[config.mk]
export PLATFORM = sky130hd
export DESIGN_NAME = cc16_capture_timer
export DESIGN_NICKNAME = d
export VERILOG_FILES = /design/src/inc/cc16_pkg.sv /design/src/inc/cc16_link_if.sv /design/src/rtl/cc16_counter.sv /design/src/rtl/cc16_evt_filter.sv /design/src/rtl/cc16_capture_timer.sv
export SDC_FILE = /design/constraint.sdc
export NUM_CORES = 1
export LEC_CHECK = 0
export BUFFER_PORTS_ARGS = -buffer_cell sky130_fd_sc_hd__clkbuf_2
export CORE_UTILIZATION = 40
export DETAILED_ROUTE_END_ITERATION = 10
export GPL_TIMING_DRIVEN = 0
export MAX_ROUTING_LAYER = met4
export PLACE_DENSITY = 0.7
export SLEW_MARGIN = 25
export SYNTH_ARGS = -nofsm -noshare
export SYNTH_HDL_FRONTEND = slang
export SYNTH_SLANG_ARGS = --single-unit
[constraint.sdc]
create_clock -name i_core_clk -period 3.4 [get_ports i_core_clk]
set_input_delay 0.17 -clock i_core_clk [delete_from_list [all_inputs] [get_ports i_core_clk]]
set_output_delay 0.17 -clock i_core_clk [all_outputs]
set_load 0.1 [all_outputs]
[src/inc/cc16_pkg.sv]
`default_nettype none
package cc16_pkg;
  localparam int CW = 16;
  localparam int BW = 8;
  localparam int AW = 4;
  localparam int MW = 4;
  localparam int CSW = 3;
  localparam int WGW = 2;
  localparam int NF_DEPTH = 4;
  // Register addresses on the 8-bit I/O bus
  localparam logic [AW-1:0] A_CTRL_A = 4'h0;
  localparam logic [AW-1:0] A_CTRL_B = 4'h1;
  localparam logic [AW-1:0] A_CNT_L = 4'h2;
  localparam logic [AW-1:0] A_CNT_H = 4'h3;
  localparam logic [AW-1:0] A_CAP_L = 4'h4;
  localparam logic [AW-1:0] A_CAP_H = 4'h5;
  localparam logic [AW-1:0] A_IRQ_EN = 4'h6;
  localparam logic [AW-1:0] A_FLAGS = 4'h7;
  localparam logic [AW-1:0] A_CMP_CS = 4'h8;
  // Field positions
  localparam int WGML_LSB = 0;
  localparam int WGMH_LSB = 3;
  localparam int CS_LSB = 0;
  localparam int NF_BIT = 7;
  localparam int EDGE_BIT = 6;
  localparam int CAP_BIT = 5;
  localparam int OVF_BIT = 2;
  localparam int CMPSEL_BIT = 2;
  localparam logic [CSW-1:0] CS_STOP = 3'h0;
  localparam logic [CSW-1:0] CS_SYS = 3'h1;
  // Waveform modes handled by the counter
  localparam logic [MW-1:0] M_PC8 = 4'h1;
  localparam logic [MW-1:0] M_PC9 = 4'h2;
  localparam logic [MW-1:0] M_PC10 = 4'h3;
  localparam logic [MW-1:0] M_CTC_OCR = 4'h4;
  localparam logic [MW-1:0] M_FP8 = 4'h5;
  localparam logic [MW-1:0] M_FP9 = 4'h6;
  localparam logic [MW-1:0] M_FP10 = 4'h7;
  localparam logic [MW-1:0] M_PFC_ICR = 4'h8;
  localparam logic [MW-1:0] M_PC_ICR = 4'hA;
  localparam logic [MW-1:0] M_CTC_ICR = 4'hC;
  localparam logic [MW-1:0] M_FP_ICR = 4'hE;
  localparam logic [CW-1:0] BOTTOM = 16'h0000;
  localparam logic [CW-1:0] TOP_8 = 16'h00FF;
  localparam logic [CW-1:0] TOP_9 = 16'h01FF;
  localparam logic [CW-1:0] TOP_10 = 16'h03FF;
  localparam logic [CW-1:0] MAX = 16'hFFFF;
  localparam logic [CW-1:0] ONE = 16'h0001;

  function automatic logic icr_top(input logic [MW-1:0] m);
    return m == M_PFC_ICR || m == M_PC_ICR || m == M_CTC_ICR || m == M_FP_ICR;
  endfunction : icr_top

  function automatic logic dual(input logic [MW-1:0] m);
    return m == M_PC8 || m == M_PC9 || m == M_PC10 || m == M_PFC_ICR || m == M_PC_ICR;
  endfunction : dual

  function automatic logic [CW-1:0] top_of(input logic [MW-1:0] m, input logic [CW-1:0] icr);
    case (m)
      M_PC8, M_FP8: return TOP_8;
      M_PC9, M_FP9: return TOP_9;
      M_PC10, M_FP10: return TOP_10;
      default: return icr_top(m) ? icr : MAX;
    endcase
  endfunction : top_of
endpackage : cc16_pkg
`default_nettype wire

[src/inc/cc16_link_if.sv]
`default_nettype none
interface cc16_link_if;
  import cc16_pkg::*;
  logic tick;
  logic load;
  logic [CW-1:0] load_val;
  logic [MW-1:0] mode;
  logic [CW-1:0] icr;
  logic [CW-1:0] count;
  logic ovf;
  logic pin_raw;
  logic cmp_raw;
  logic cmp_sel;
  logic nf_en;
  logic rise;
  logic arm;
  logic evt;
  modport cnt_mp(input tick, load, load_val, mode, icr, output count, ovf);
  modport evt_mp(input pin_raw, cmp_raw, cmp_sel, nf_en, rise, arm, output evt);
  modport ctl_mp(output tick, load, load_val, mode, icr, pin_raw, cmp_raw, cmp_sel,
    nf_en, rise, arm, input count, ovf, evt);
endinterface : cc16_link_if
`default_nettype wire

[src/rtl/cc16_counter.sv]
`default_nettype none
module cc16_counter (
  input wire logic i_core_clk,
  input wire logic i_rst_n,
  cc16_link_if.cnt_mp lk
);
  import cc16_pkg::*;
  typedef struct packed {
    logic [CW-1:0] cnt;
    logic down;
  } cc16_cnt_st_t;
  cc16_cnt_st_t st_ff;
  cc16_cnt_st_t nxt_st;
  logic [CW-1:0] top;
  logic nxt_ovf;

  always_comb begin
    nxt_st = st_ff;
    nxt_ovf = 1'b0;
    top = top_of(lk.mode, lk.icr);
    if (lk.load) begin
      nxt_st.cnt = lk.load_val;
    end else if (lk.tick) begin
      if (dual(lk.mode)) begin
        if (!st_ff.down) begin
          if (st_ff.cnt >= top) begin
            nxt_st.down = 1'b1;
            nxt_st.cnt = st_ff.cnt - ONE;
          end else begin
            nxt_st.cnt = st_ff.cnt + ONE;
          end
        end else if (st_ff.cnt == BOTTOM) begin
          nxt_st.down = 1'b0;
          nxt_st.cnt = st_ff.cnt + ONE;
          nxt_ovf = 1'b1;
        end else begin
          nxt_st.cnt = st_ff.cnt - ONE;
        end
      end else begin
        nxt_st.down = 1'b0;
        nxt_st.cnt = (st_ff.cnt == top) ? BOTTOM : st_ff.cnt + ONE;
        if (lk.mode == M_CTC_OCR || lk.mode == M_CTC_ICR || top == MAX) begin
          nxt_ovf = st_ff.cnt == MAX;
        end else begin
          nxt_ovf = st_ff.cnt == top;
        end
      end
    end
  end

  always_ff @(posedge i_core_clk or negedge i_rst_n) begin
    if (!i_rst_n) begin
      st_ff <= '0;
    end else begin
      st_ff <= nxt_st;
    end
  end

  assign lk.count = st_ff.cnt;
  assign lk.ovf = nxt_ovf;
endmodule : cc16_counter
`default_nettype wire

[src/rtl/cc16_evt_filter.sv]
`default_nettype none
module cc16_evt_filter (
  input wire logic i_core_clk,
  input wire logic i_rst_n,
  cc16_link_if.evt_mp lk
);
  import cc16_pkg::*;
  typedef struct packed {
    logic [2:0] sync;
    logic stable;
    logic [NF_DEPTH-2:0] hist;
    logic filt;
    logic prev;
  } cc16_evt_st_t;
  cc16_evt_st_t st_ff;
  cc16_evt_st_t nxt_st;
  logic raw;
  logic src;

  always_comb begin
    nxt_st = st_ff;
    raw = lk.cmp_sel ? lk.cmp_raw : lk.pin_raw;
    nxt_st.sync = {st_ff.sync[1:0], raw};
    if (st_ff.sync[1] == st_ff.sync[2]) begin
      nxt_st.stable = st_ff.sync[2];
    end
    nxt_st.hist = {st_ff.hist[NF_DEPTH-3:0], st_ff.stable};
    if (&{st_ff.hist, st_ff.stable} || ~|{st_ff.hist, st_ff.stable}) begin
      nxt_st.filt = st_ff.stable;
    end
    src = lk.nf_en ? st_ff.filt : st_ff.stable;
    nxt_st.prev = src;
  end

  always_ff @(posedge i_core_clk or negedge i_rst_n) begin
    if (!i_rst_n) begin
      st_ff <= '0;
    end else begin
      st_ff <= nxt_st;
    end
  end

  // Edge detector, gated off in modes where the capture register is the top
  assign lk.evt = lk.arm && (lk.rise ? src && !st_ff.prev : !src && st_ff.prev);
endmodule : cc16_evt_filter
`default_nettype wire

[src/rtl/cc16_capture_timer.sv]
`default_nettype none
module cc16_capture_timer (
  input wire logic i_core_clk,
  input wire logic i_rst_n,
  input wire logic [cc16_pkg::AW-1:0] i_io_addr,
  input wire logic i_io_wr,
  input wire logic i_io_rd,
  input wire logic [cc16_pkg::BW-1:0] i_io_wdata,
  output logic [cc16_pkg::BW-1:0] o_io_rdata,
  input wire logic i_prescaled_tick,
  input wire logic i_capture_pin,
  input wire logic i_comparator_output,
  input wire logic i_capture_irq_ack,
  input wire logic i_overflow_irq_ack,
  output logic o_capture_irq,
  output logic o_overflow_irq,
  output logic o_at_bottom,
  output logic o_at_top
);
  import cc16_pkg::*;

  typedef struct packed {
    logic [WGW-1:0] wgm_lo;
    logic [WGW-1:0] wgm_hi;
    logic [CSW-1:0] cs;
    logic nf_en;
    logic rise;
    logic cmp_sel;
    logic cap_ie;
    logic ovf_ie;
    logic cap_flag;
    logic ovf_flag;
    logic [BW-1:0] temp;
    logic [CW-1:0] cap;
    logic [BW-1:0] rdata;
  } cc16_top_st_t;

  cc16_top_st_t st_ff;
  cc16_top_st_t nxt_st;
  logic [MW-1:0] mode;
  logic [CW-1:0] count;
  logic [CW-1:0] top;
  logic [BW-1:0] cnt_hi;
  logic [BW-1:0] rmux;
  logic cap_wr;
  logic cap_clr;
  logic ovf_clr;

  cc16_link_if lk ();

  cc16_counter u_counter (
    .i_core_clk(i_core_clk),
    .i_rst_n(i_rst_n),
    .lk(lk.cnt_mp)
  );

  cc16_evt_filter u_evt_filter (
    .i_core_clk(i_core_clk),
    .i_rst_n(i_rst_n),
    .lk(lk.evt_mp)
  );

  assign mode = {st_ff.wgm_hi, st_ff.wgm_lo};
  assign count = lk.count;
  assign cnt_hi = count[CW-1:BW];
  assign top = top_of(mode, st_ff.cap);

  // Timer tick: every cycle, the external prescaler pulse, or nothing
  assign lk.tick = (st_ff.cs == CS_SYS) || (st_ff.cs != CS_STOP && i_prescaled_tick);
  assign lk.load = i_io_wr && i_io_addr == A_CNT_L;
  assign lk.load_val = {st_ff.temp, i_io_wdata};
  assign lk.mode = mode;
  assign lk.icr = st_ff.cap;
  assign lk.pin_raw = i_capture_pin;
  assign lk.cmp_raw = i_comparator_output;
  assign lk.cmp_sel = st_ff.cmp_sel;
  assign lk.nf_en = st_ff.nf_en;
  assign lk.rise = st_ff.rise;
  assign lk.arm = !icr_top(mode);

  assign cap_wr = i_io_wr && i_io_addr == A_CAP_L && icr_top(mode);
  assign cap_clr = i_io_wr && i_io_addr == A_FLAGS && i_io_wdata[CAP_BIT];
  assign ovf_clr = i_io_wr && i_io_addr == A_FLAGS && i_io_wdata[OVF_BIT];

  // Read data for the addressed location
  always_comb begin
    rmux = '0;
    case (i_io_addr)
      A_CTRL_A: begin
        rmux[WGML_LSB +: WGW] = st_ff.wgm_lo;
      end
      A_CTRL_B: begin
        rmux[NF_BIT] = st_ff.nf_en;
        rmux[EDGE_BIT] = st_ff.rise;
        rmux[WGMH_LSB +: WGW] = st_ff.wgm_hi;
        rmux[CS_LSB +: CSW] = st_ff.cs;
      end
      A_CNT_L: begin
        rmux = count[BW-1:0];
      end
      A_CAP_L: begin
        rmux = st_ff.cap[BW-1:0];
      end
      A_CNT_H, A_CAP_H: begin
        rmux = st_ff.temp;
      end
      A_IRQ_EN: begin
        rmux[CAP_BIT] = st_ff.cap_ie;
        rmux[OVF_BIT] = st_ff.ovf_ie;
      end
      A_FLAGS: begin
        rmux[CAP_BIT] = st_ff.cap_flag;
        rmux[OVF_BIT] = st_ff.ovf_flag;
      end
      A_CMP_CS: begin
        rmux[CMPSEL_BIT] = st_ff.cmp_sel;
      end
      default: begin
        rmux = '0;
      end
    endcase
  end

  always_comb begin
    nxt_st = st_ff;
    // Reads: low byte access latches the matching high byte into temp
    if (i_io_rd) begin
      nxt_st.rdata = rmux;
      if (i_io_addr == A_CNT_L) begin
        nxt_st.temp = cnt_hi;
      end else if (i_io_addr == A_CAP_L) begin
        nxt_st.temp = st_ff.cap[CW-1:BW];
      end
    end
    // Writes
    if (i_io_wr) begin
      case (i_io_addr)
        A_CTRL_A: begin
          nxt_st.wgm_lo = i_io_wdata[WGML_LSB +: WGW];
        end
        A_CTRL_B: begin
          nxt_st.nf_en = i_io_wdata[NF_BIT];
          nxt_st.rise = i_io_wdata[EDGE_BIT];
          nxt_st.wgm_hi = i_io_wdata[WGMH_LSB +: WGW];
          nxt_st.cs = i_io_wdata[CS_LSB +: CSW];
        end
        A_CNT_H, A_CAP_H: begin
          nxt_st.temp = i_io_wdata;
        end
        A_CAP_L: begin
          if (cap_wr) begin
            nxt_st.cap = {st_ff.temp, i_io_wdata};
          end
        end
        A_IRQ_EN: begin
          nxt_st.cap_ie = i_io_wdata[CAP_BIT];
          nxt_st.ovf_ie = i_io_wdata[OVF_BIT];
        end
        A_CMP_CS: begin
          nxt_st.cmp_sel = i_io_wdata[CMPSEL_BIT];
        end
        default: begin
        end
      endcase
    end
    // Flag clears by write-one or interrupt service
    if (cap_clr || (o_capture_irq && i_capture_irq_ack)) begin
      nxt_st.cap_flag = 1'b0;
    end
    if (ovf_clr || (o_overflow_irq && i_overflow_irq_ack)) begin
      nxt_st.ovf_flag = 1'b0;
    end
    // Hardware sets win over clears in the same cycle
    if (lk.evt && !cap_wr) begin
      nxt_st.cap = count;
      nxt_st.cap_flag = 1'b1;
    end
    if (lk.ovf) begin
      nxt_st.ovf_flag = 1'b1;
    end
  end

  always_ff @(posedge i_core_clk or negedge i_rst_n) begin
    if (!i_rst_n) begin
      st_ff <= '0;
    end else begin
      st_ff <= nxt_st;
    end
  end

  assign o_io_rdata = st_ff.rdata;
  assign o_capture_irq = st_ff.cap_flag && st_ff.cap_ie;
  assign o_overflow_irq = st_ff.ovf_flag && st_ff.ovf_ie;
  assign o_at_bottom = count == BOTTOM;
  assign o_at_top = count == top;
endmodule : cc16_capture_timer
`default_nettype wire

* Word-level counts from Yosys, hierarchy flattened *
Index checks and enable logic that the tools add are counted.
Widths: inputs -> output; s select.

word-level totals
  logic and storage cells = 139
  bits of input ports = 21
  output and inout port bits = 12
  register bits = 72

operators by class
  bitwise logic cells = 1
  eq/ne operators = 24
  $add $sub $neg = 2
  multiplexer cells = 37
  $lt $le $gt $ge = 1
  reductions and logical operators = 54

operators with widths
  kind                   number
  $mux 16                8
  $mux 17                3
  $pmux 16 s3            1
  $eq 16x16->1 const B   2
  $eq 4x3->1 const B     8
  $mux 8                 4
  $mux 24                1
  $eq 4x4->1 const B     5
  $add 16x1->16 const B  1
  $eq 16x16->1           1
  $eq 4x2->1 const B     4
  $ge 16x16->1           1
  $logic_not 16->1       1
  $pmux 2 s4             2
  $sub 16x1->16 const B  1
  $logic_and 1x1->1      15
  $mux 1                 15
  $logic_or 1x1->1       13
  $reduce_bool 2->1      6
  $pmux 2 s5             1
  $reduce_and 2->1       5
  $eq 4x1->1 const B     2
  $reduce_or 2->1        4
  $pmux 1 s7             1
  10 further kinds       14

* Logic depth before layout (Yosys ltp) *
  depth in word-level cells = 13
  gate-level depth with buffers = 13
  depth with buffers taken out = 11

* By module *
Synthesis repeated with hierarchy kept, for this count alone.

second synthesis, totals
  cells, all modules = 629
  area, all modules = 5,539.1 um2

modules (own cells, without submodules)
  module              cells each  sequential area each (um2)  times used  area each (um2)
  cc16_capture_timer  307         1,151.1                     1           2,961.6
  cc16_counter        303         425.4                       1           2,268.4
  cc16_evt_filter     19          225.2                       1           309.0

* Least setup slack after synthesis *
No wires, ideal clock.

  path type = register to register
  start point = register st_ff, in the netlist lk.mode[0]
  end point = register u_counter.st_ff, in the netlist u_counter.lk.count[3]
  buffers on the path = 3
  arrival time = 5.824 ns
  period minus slack after synthesis = 5.945 ns
  data required time = 3.279 ns
  path slack = -2.545 ns
  library setup time = 0.121 ns
  stages on the path, launching flop included = 14
  path through = dfrtp_1 > buf_1 > nand2b_1 > clkbuf_1 > o21ai_0 > ha_1 > nand4_2 > nor4_1 > nand2_1 > nand2_1 > buf_2 > a221oi_1 > nor2_1 > nand2_1

between the ends
  elaborated cells on any way between the ends = 30
  classes of those cells = order compare (1); eq/ne (11); mux (8); reduce/logical (10)

RTL lines
  what                            line                       source
  from (decl)                     cc16_capture_timer.sv:38   cc16_top_st_t st_ff;
  from (signal assigned)          cc16_capture_timer.sv:187  st_ff <= nxt_st;
  $eq 4x4->1                      -
  $logic_or 1x1->1 (3 in series)  -
  $mux 16                         -
  $pmux 16 s3 *                   -
  $eq 16x16->1 *                  -
  named net o_at_top              cc16_capture_timer.sv:18   output logic o_at_top
  $mux 16 *                       cc16_counter.sv:41         nxt_st.cnt = (st_ff.cnt == top) ? BOTTOM : st_ff.cnt + ONE;
  $mux 17 *                       cc16_counter.sv:24         if (dual(lk.mode)) begin
  $mux 17 *                       cc16_counter.sv:23         end else if (lk.tick) begin
  $mux 16 *                       cc16_counter.sv:21         if (lk.load) begin
  to (signal assigned)            cc16_counter.sv:55         st_ff <= nxt_st;
  to (decl)                       cc16_counter.sv:12         cc16_cnt_st_t st_ff;

Mark *: on every way through the listed nets, which the timed path passes. The rest lies on a longest branch. The select of a mux whose other input is x is not followed.
A chain may end at the register's enable or synchronous reset.

* Final worst setup path *
  start point = register st_ff, in the netlist lk.mode[0]
  end point = register u_counter.st_ff, in the netlist u_counter.lk.count[7]

between the ends
  cells in the longest elaborated chain, start to end = 12
  elaborated cells on any way between the ends = 30
  classes of those cells = order compare (1); eq/ne (11); mux (8); reduce/logical (10)

RTL lines
  what                            line                            source
  $eq 4x4->1                      cc16_pkg.sv:51, cc16_pkg.sv:55
  $logic_or 1x1->1 (3 in series)  cc16_pkg.sv:51                  return m == M_PFC_ICR || m == M_PC_ICR || m == M_CTC_ICR || m == M_FP_ICR;
  $mux 16                         cc16_pkg.sv:63                  default: return icr_top(m) ? icr : MAX;
  $pmux 16 s3                     cc16_pkg.sv:59                  case (m)
  $ge 16x16->1                    cc16_counter.sv:26              if (st_ff.cnt >= top) begin
  $mux 16                         cc16_counter.sv:26
  $mux 17                         cc16_counter.sv:25              if (!st_ff.down) begin
  $mux 17 *                       cc16_counter.sv:24
  $mux 17 *                       cc16_counter.sv:23
  $mux 16 *                       cc16_counter.sv:21

Mark *: on every way between the ends. The rest lies on a longest branch, timed or not. The select of a mux whose other input is x is not followed.

==> reports/metrics.yaml <==
grt:
  antenna_found_initial: 0
  grt_pass1_wl_um: 24700
  grt_max_degree: 40
  track_usage_pct: 25.9
  grt_pass1_vias: 4540
  grt-ovfl-total: 0
logic_synthesis:
  synth-seq-area-share_pct: 36.6
  synthCells: 537
  synth_xor_area_share_pct: 1.78
  async_flop_share_pct: 100
  synth_top_area_share_pct: 36.6
  synthTopCellsByArea: "dfrtp_1 37%, mux2_2 5.3%, ha_1 4.8%, nand2_1 4.0%, a22o_1 3.4%"
  syn_avg_cell_area_um2: 9.18
  synth_cell_type_count: 67
  syn_area_um2: 4930
  yosysWarnings: 0
  ys.flop_type: "dfrtp_1"
  synth_nets: 577
  synth_edf_count: 0
  synth_seq_cells: 72
  synth_fa_ha_area_share_pct: 5.03
  synthMuxAreaShare_pct: 8.10
  synth_compound_area_share_pct: 24.9
  synth-simple-area-share_pct: 18.0
  yosys.area.top_type: "dfrtp_1"
  synth_top_family_by_area: "compound AO/OA/AOI/OAI gates"
power:
  p_leak_nw: 2.56
  powerDensity_nw_per_um2: 764
  vdd_drop_max_uv: 393
sta:
  final.setup_skew_ns: 0.00511
  fmax_ghz: 0.299
  period_share_pct: 98.3
  slew_headroom_pct: 32.4
  min_period_ns: 3.34
  setup_viol: 0
  setup_ws_ns: 0.0577
  worst_pin_slew_ns: 1.01
  hold_slack_ns: 0.0705
  slew_viol_final: 0
  final_hold_viol_count: 0
  fin_setup_tns_ns: 0
layout:
  layout_commonest_cell: "dfrtp_1"
  area_growth_pct: 15.3
  drive_gt1_share_pct: 21.2
  post-route-util_pct: 47.3
  nets: 621
  multi_input_area_um2: 2910
  fillers: 1148
  register_area_um2: 1800
  final_cell_mix: "71 x dfrtp_1, 50 x nand2_1, 33 x nor2_1, 33 x o21ai_0, 29 x clkbuf_2"
  antenna_cells: 0
clock_tree:
  clk_latency_ns: 0.34
  path_clk_slew_ns: 0.06
  cts.path.max_buffers: 2
  clock_sinks: 72
  cts_root_buf: "clkbuf_16"
  ctsHtreeMaxLevel: 3
  numCtsBuffers: 9
  cts_tree: "built"
detailed_routing:
  drt-pass1-iter-count: 6
  first_iter_violations: 489
  vias_per_cell: 6.43
  wl_per_cell_um: 21.0
  num_vias: 4711
  routed_wl_um: 15400
  drc: 0
  detail-route-antenna-nets: 0
setup_path:
  path_buf_inv: 3
  crit_fanout: 10
  critPathLaunchType: "flip-flop"
  crit_required_ns: 3.60
  crit_family: "simple AND/OR/NAND/NOR gates"
  crit_arrival_ns: 3.55
  cp_slowest_stage_delay_ns: 0.45
  critPathKind: "reg -> reg"
  crit_chain: "buf_6 > nand2b_4 > clkbuf_8 > o22ai_1 > ha_1 > nand4_1 > or3_1 > a31o_1 > and3_4 > buf_6 > nor2_2 > a2bb2oi_1 > o21ai_0"
  cpMaxStageDelayCell: "or3_1"
  cp-end-kind: "flip-flop"
  crit_top_cell: "buf_6"
floorplan:
  start_util_pct: 41.0
  ioPinCount: 33
  die_x_um: 113
  rows: 40
  die_area_um2: 12800
  die_h_um: 113
  core_um2: 12000
placement:
  gp_congestion: 0.989
  port_buffers: 30
  dp_slack_ns: -0.0204
  dpl.hpwl_um: 11500
outcome:
  status: "complete, no violations"
run:
  drv_cap: 0
worst_hold_path:
  hold_path_class: "in -> reg"
layer usage:
layer  wire (um)  track usage (%)  part of all wire [%]
met5           0                -                     0
met4         451             10.0                   2.9
met3        1240             4.18                   8.0
met2        7250             39.6                    47
met1        6470             34.4                    42
report_power, final:
group | switching, mW | internal [mW]
clock network | 0.389 | 0.569
registers | 0.317 | 1.11
logic | 1.22 | 0.733
total | 1.93 | 2.41
state kept, by name (all words and copies together) (netlist names):
signal               count
u_counter.st_ff          1
lk.mode                  4
lk.rise                  1
lk.cmp_sel               1
o_io_rdata               8
st_ff                    7
u_counter.lk.count      16
lk.icr                  16
lk.load_val              8
u_evt_filter.nxt_st      5
u_evt_filter.st_ff       4
lk.nf_en                 1
synth_stat cells, drive strengths merged (8+ instances only):
cell type and n:
o21ai 35, a21o 17, dfrtp 72, inv 15, nand2 52, mux2 23, and3 8, ha 19
a22o 19, a22oi 16, nand3 14, a221oi 10, a21oi 16, mux2i 14, xnor2 8, nand2b 8
nor3 11, buf 24, o211ai 9, nor2 36, clkbuf 18, nor4 8
final cells by class:
| class | count | area share (%) |
|---|---|---|
| multi-input cells | 408 | 51.2 |
| clock buffers | 9 | 3.96 |
| plain buffers | 42 | 4.27 |
| repair buffers | 33 | 3.35 |
| inverters | 15 | 0.991 |
| flip-flops and latches | 72 | 31.7 |
| well taps | 147 | 3.24 |
| clock inverters | 7 | 1.26 |
stage by stage:
stage | cell area (um^2) | cells | power, mW
after floorplan | 4980 | 537 | 2.73
after global placement | 5310 | 714 | 3.22
after detailed placement | 5340 | 715 | 3.29
after CTS | 5650 | 732 | 4.27
after global routing | 5680 | 733 | 4.58
final | 5680 | 733 | 4.34
what timing repair did:
item / CTS / global route
setup buffers: 0 / 1
hold endpoints to repair: 33 / 0
hold buffers: 1 / 0
pin swaps: 0 / 2
resized for setup: 2 / 6
setup endpoints to repair: 2 / 10
logic make-up (layout without fill, tap and decap cells):
logic type	Yosys count	in the layout
AND/OR/NAND/NOR	171	171
AO/OA/AOI/OAI	170	170
flip-flops	72	72
buffers and inverters	57	106
multiplexers	37	37
adder cells (fa/ha/maj)	20	20
XOR/XNOR	10	10
final timing paths:
path	start	endpoint	slack, ns	depth (start not counted)
setup / recovery	lk.mode[0]$_DFFE_PN0P_	u_counter.lk.count[7]$_DFFE_PN0P_	0.06	13
hold / removal	i_comparator_output	u_evt_filter.nxt_st[7]$_DFF_PN0_	0.07	2
setup reg to reg	lk.mode[0]$_DFFE_PN0P_	u_counter.lk.count[7]$_DFFE_PN0P_	0.06	13
hold reg to reg	u_evt_filter.nxt_st[7]$_DFF_PN0_	u_evt_filter.nxt_st[8]$_DFF_PN0_	0.39	0
max in group asynchronous	i_rst_n	lk.mode[0]$_DFFE_PN0P_	2.42	3
min in group asynchronous	i_rst_n	u_evt_filter.nxt_st[3]$_DFF_PN0_	0.37	2
No activity file was read; power rests on OpenSTA's default activity.
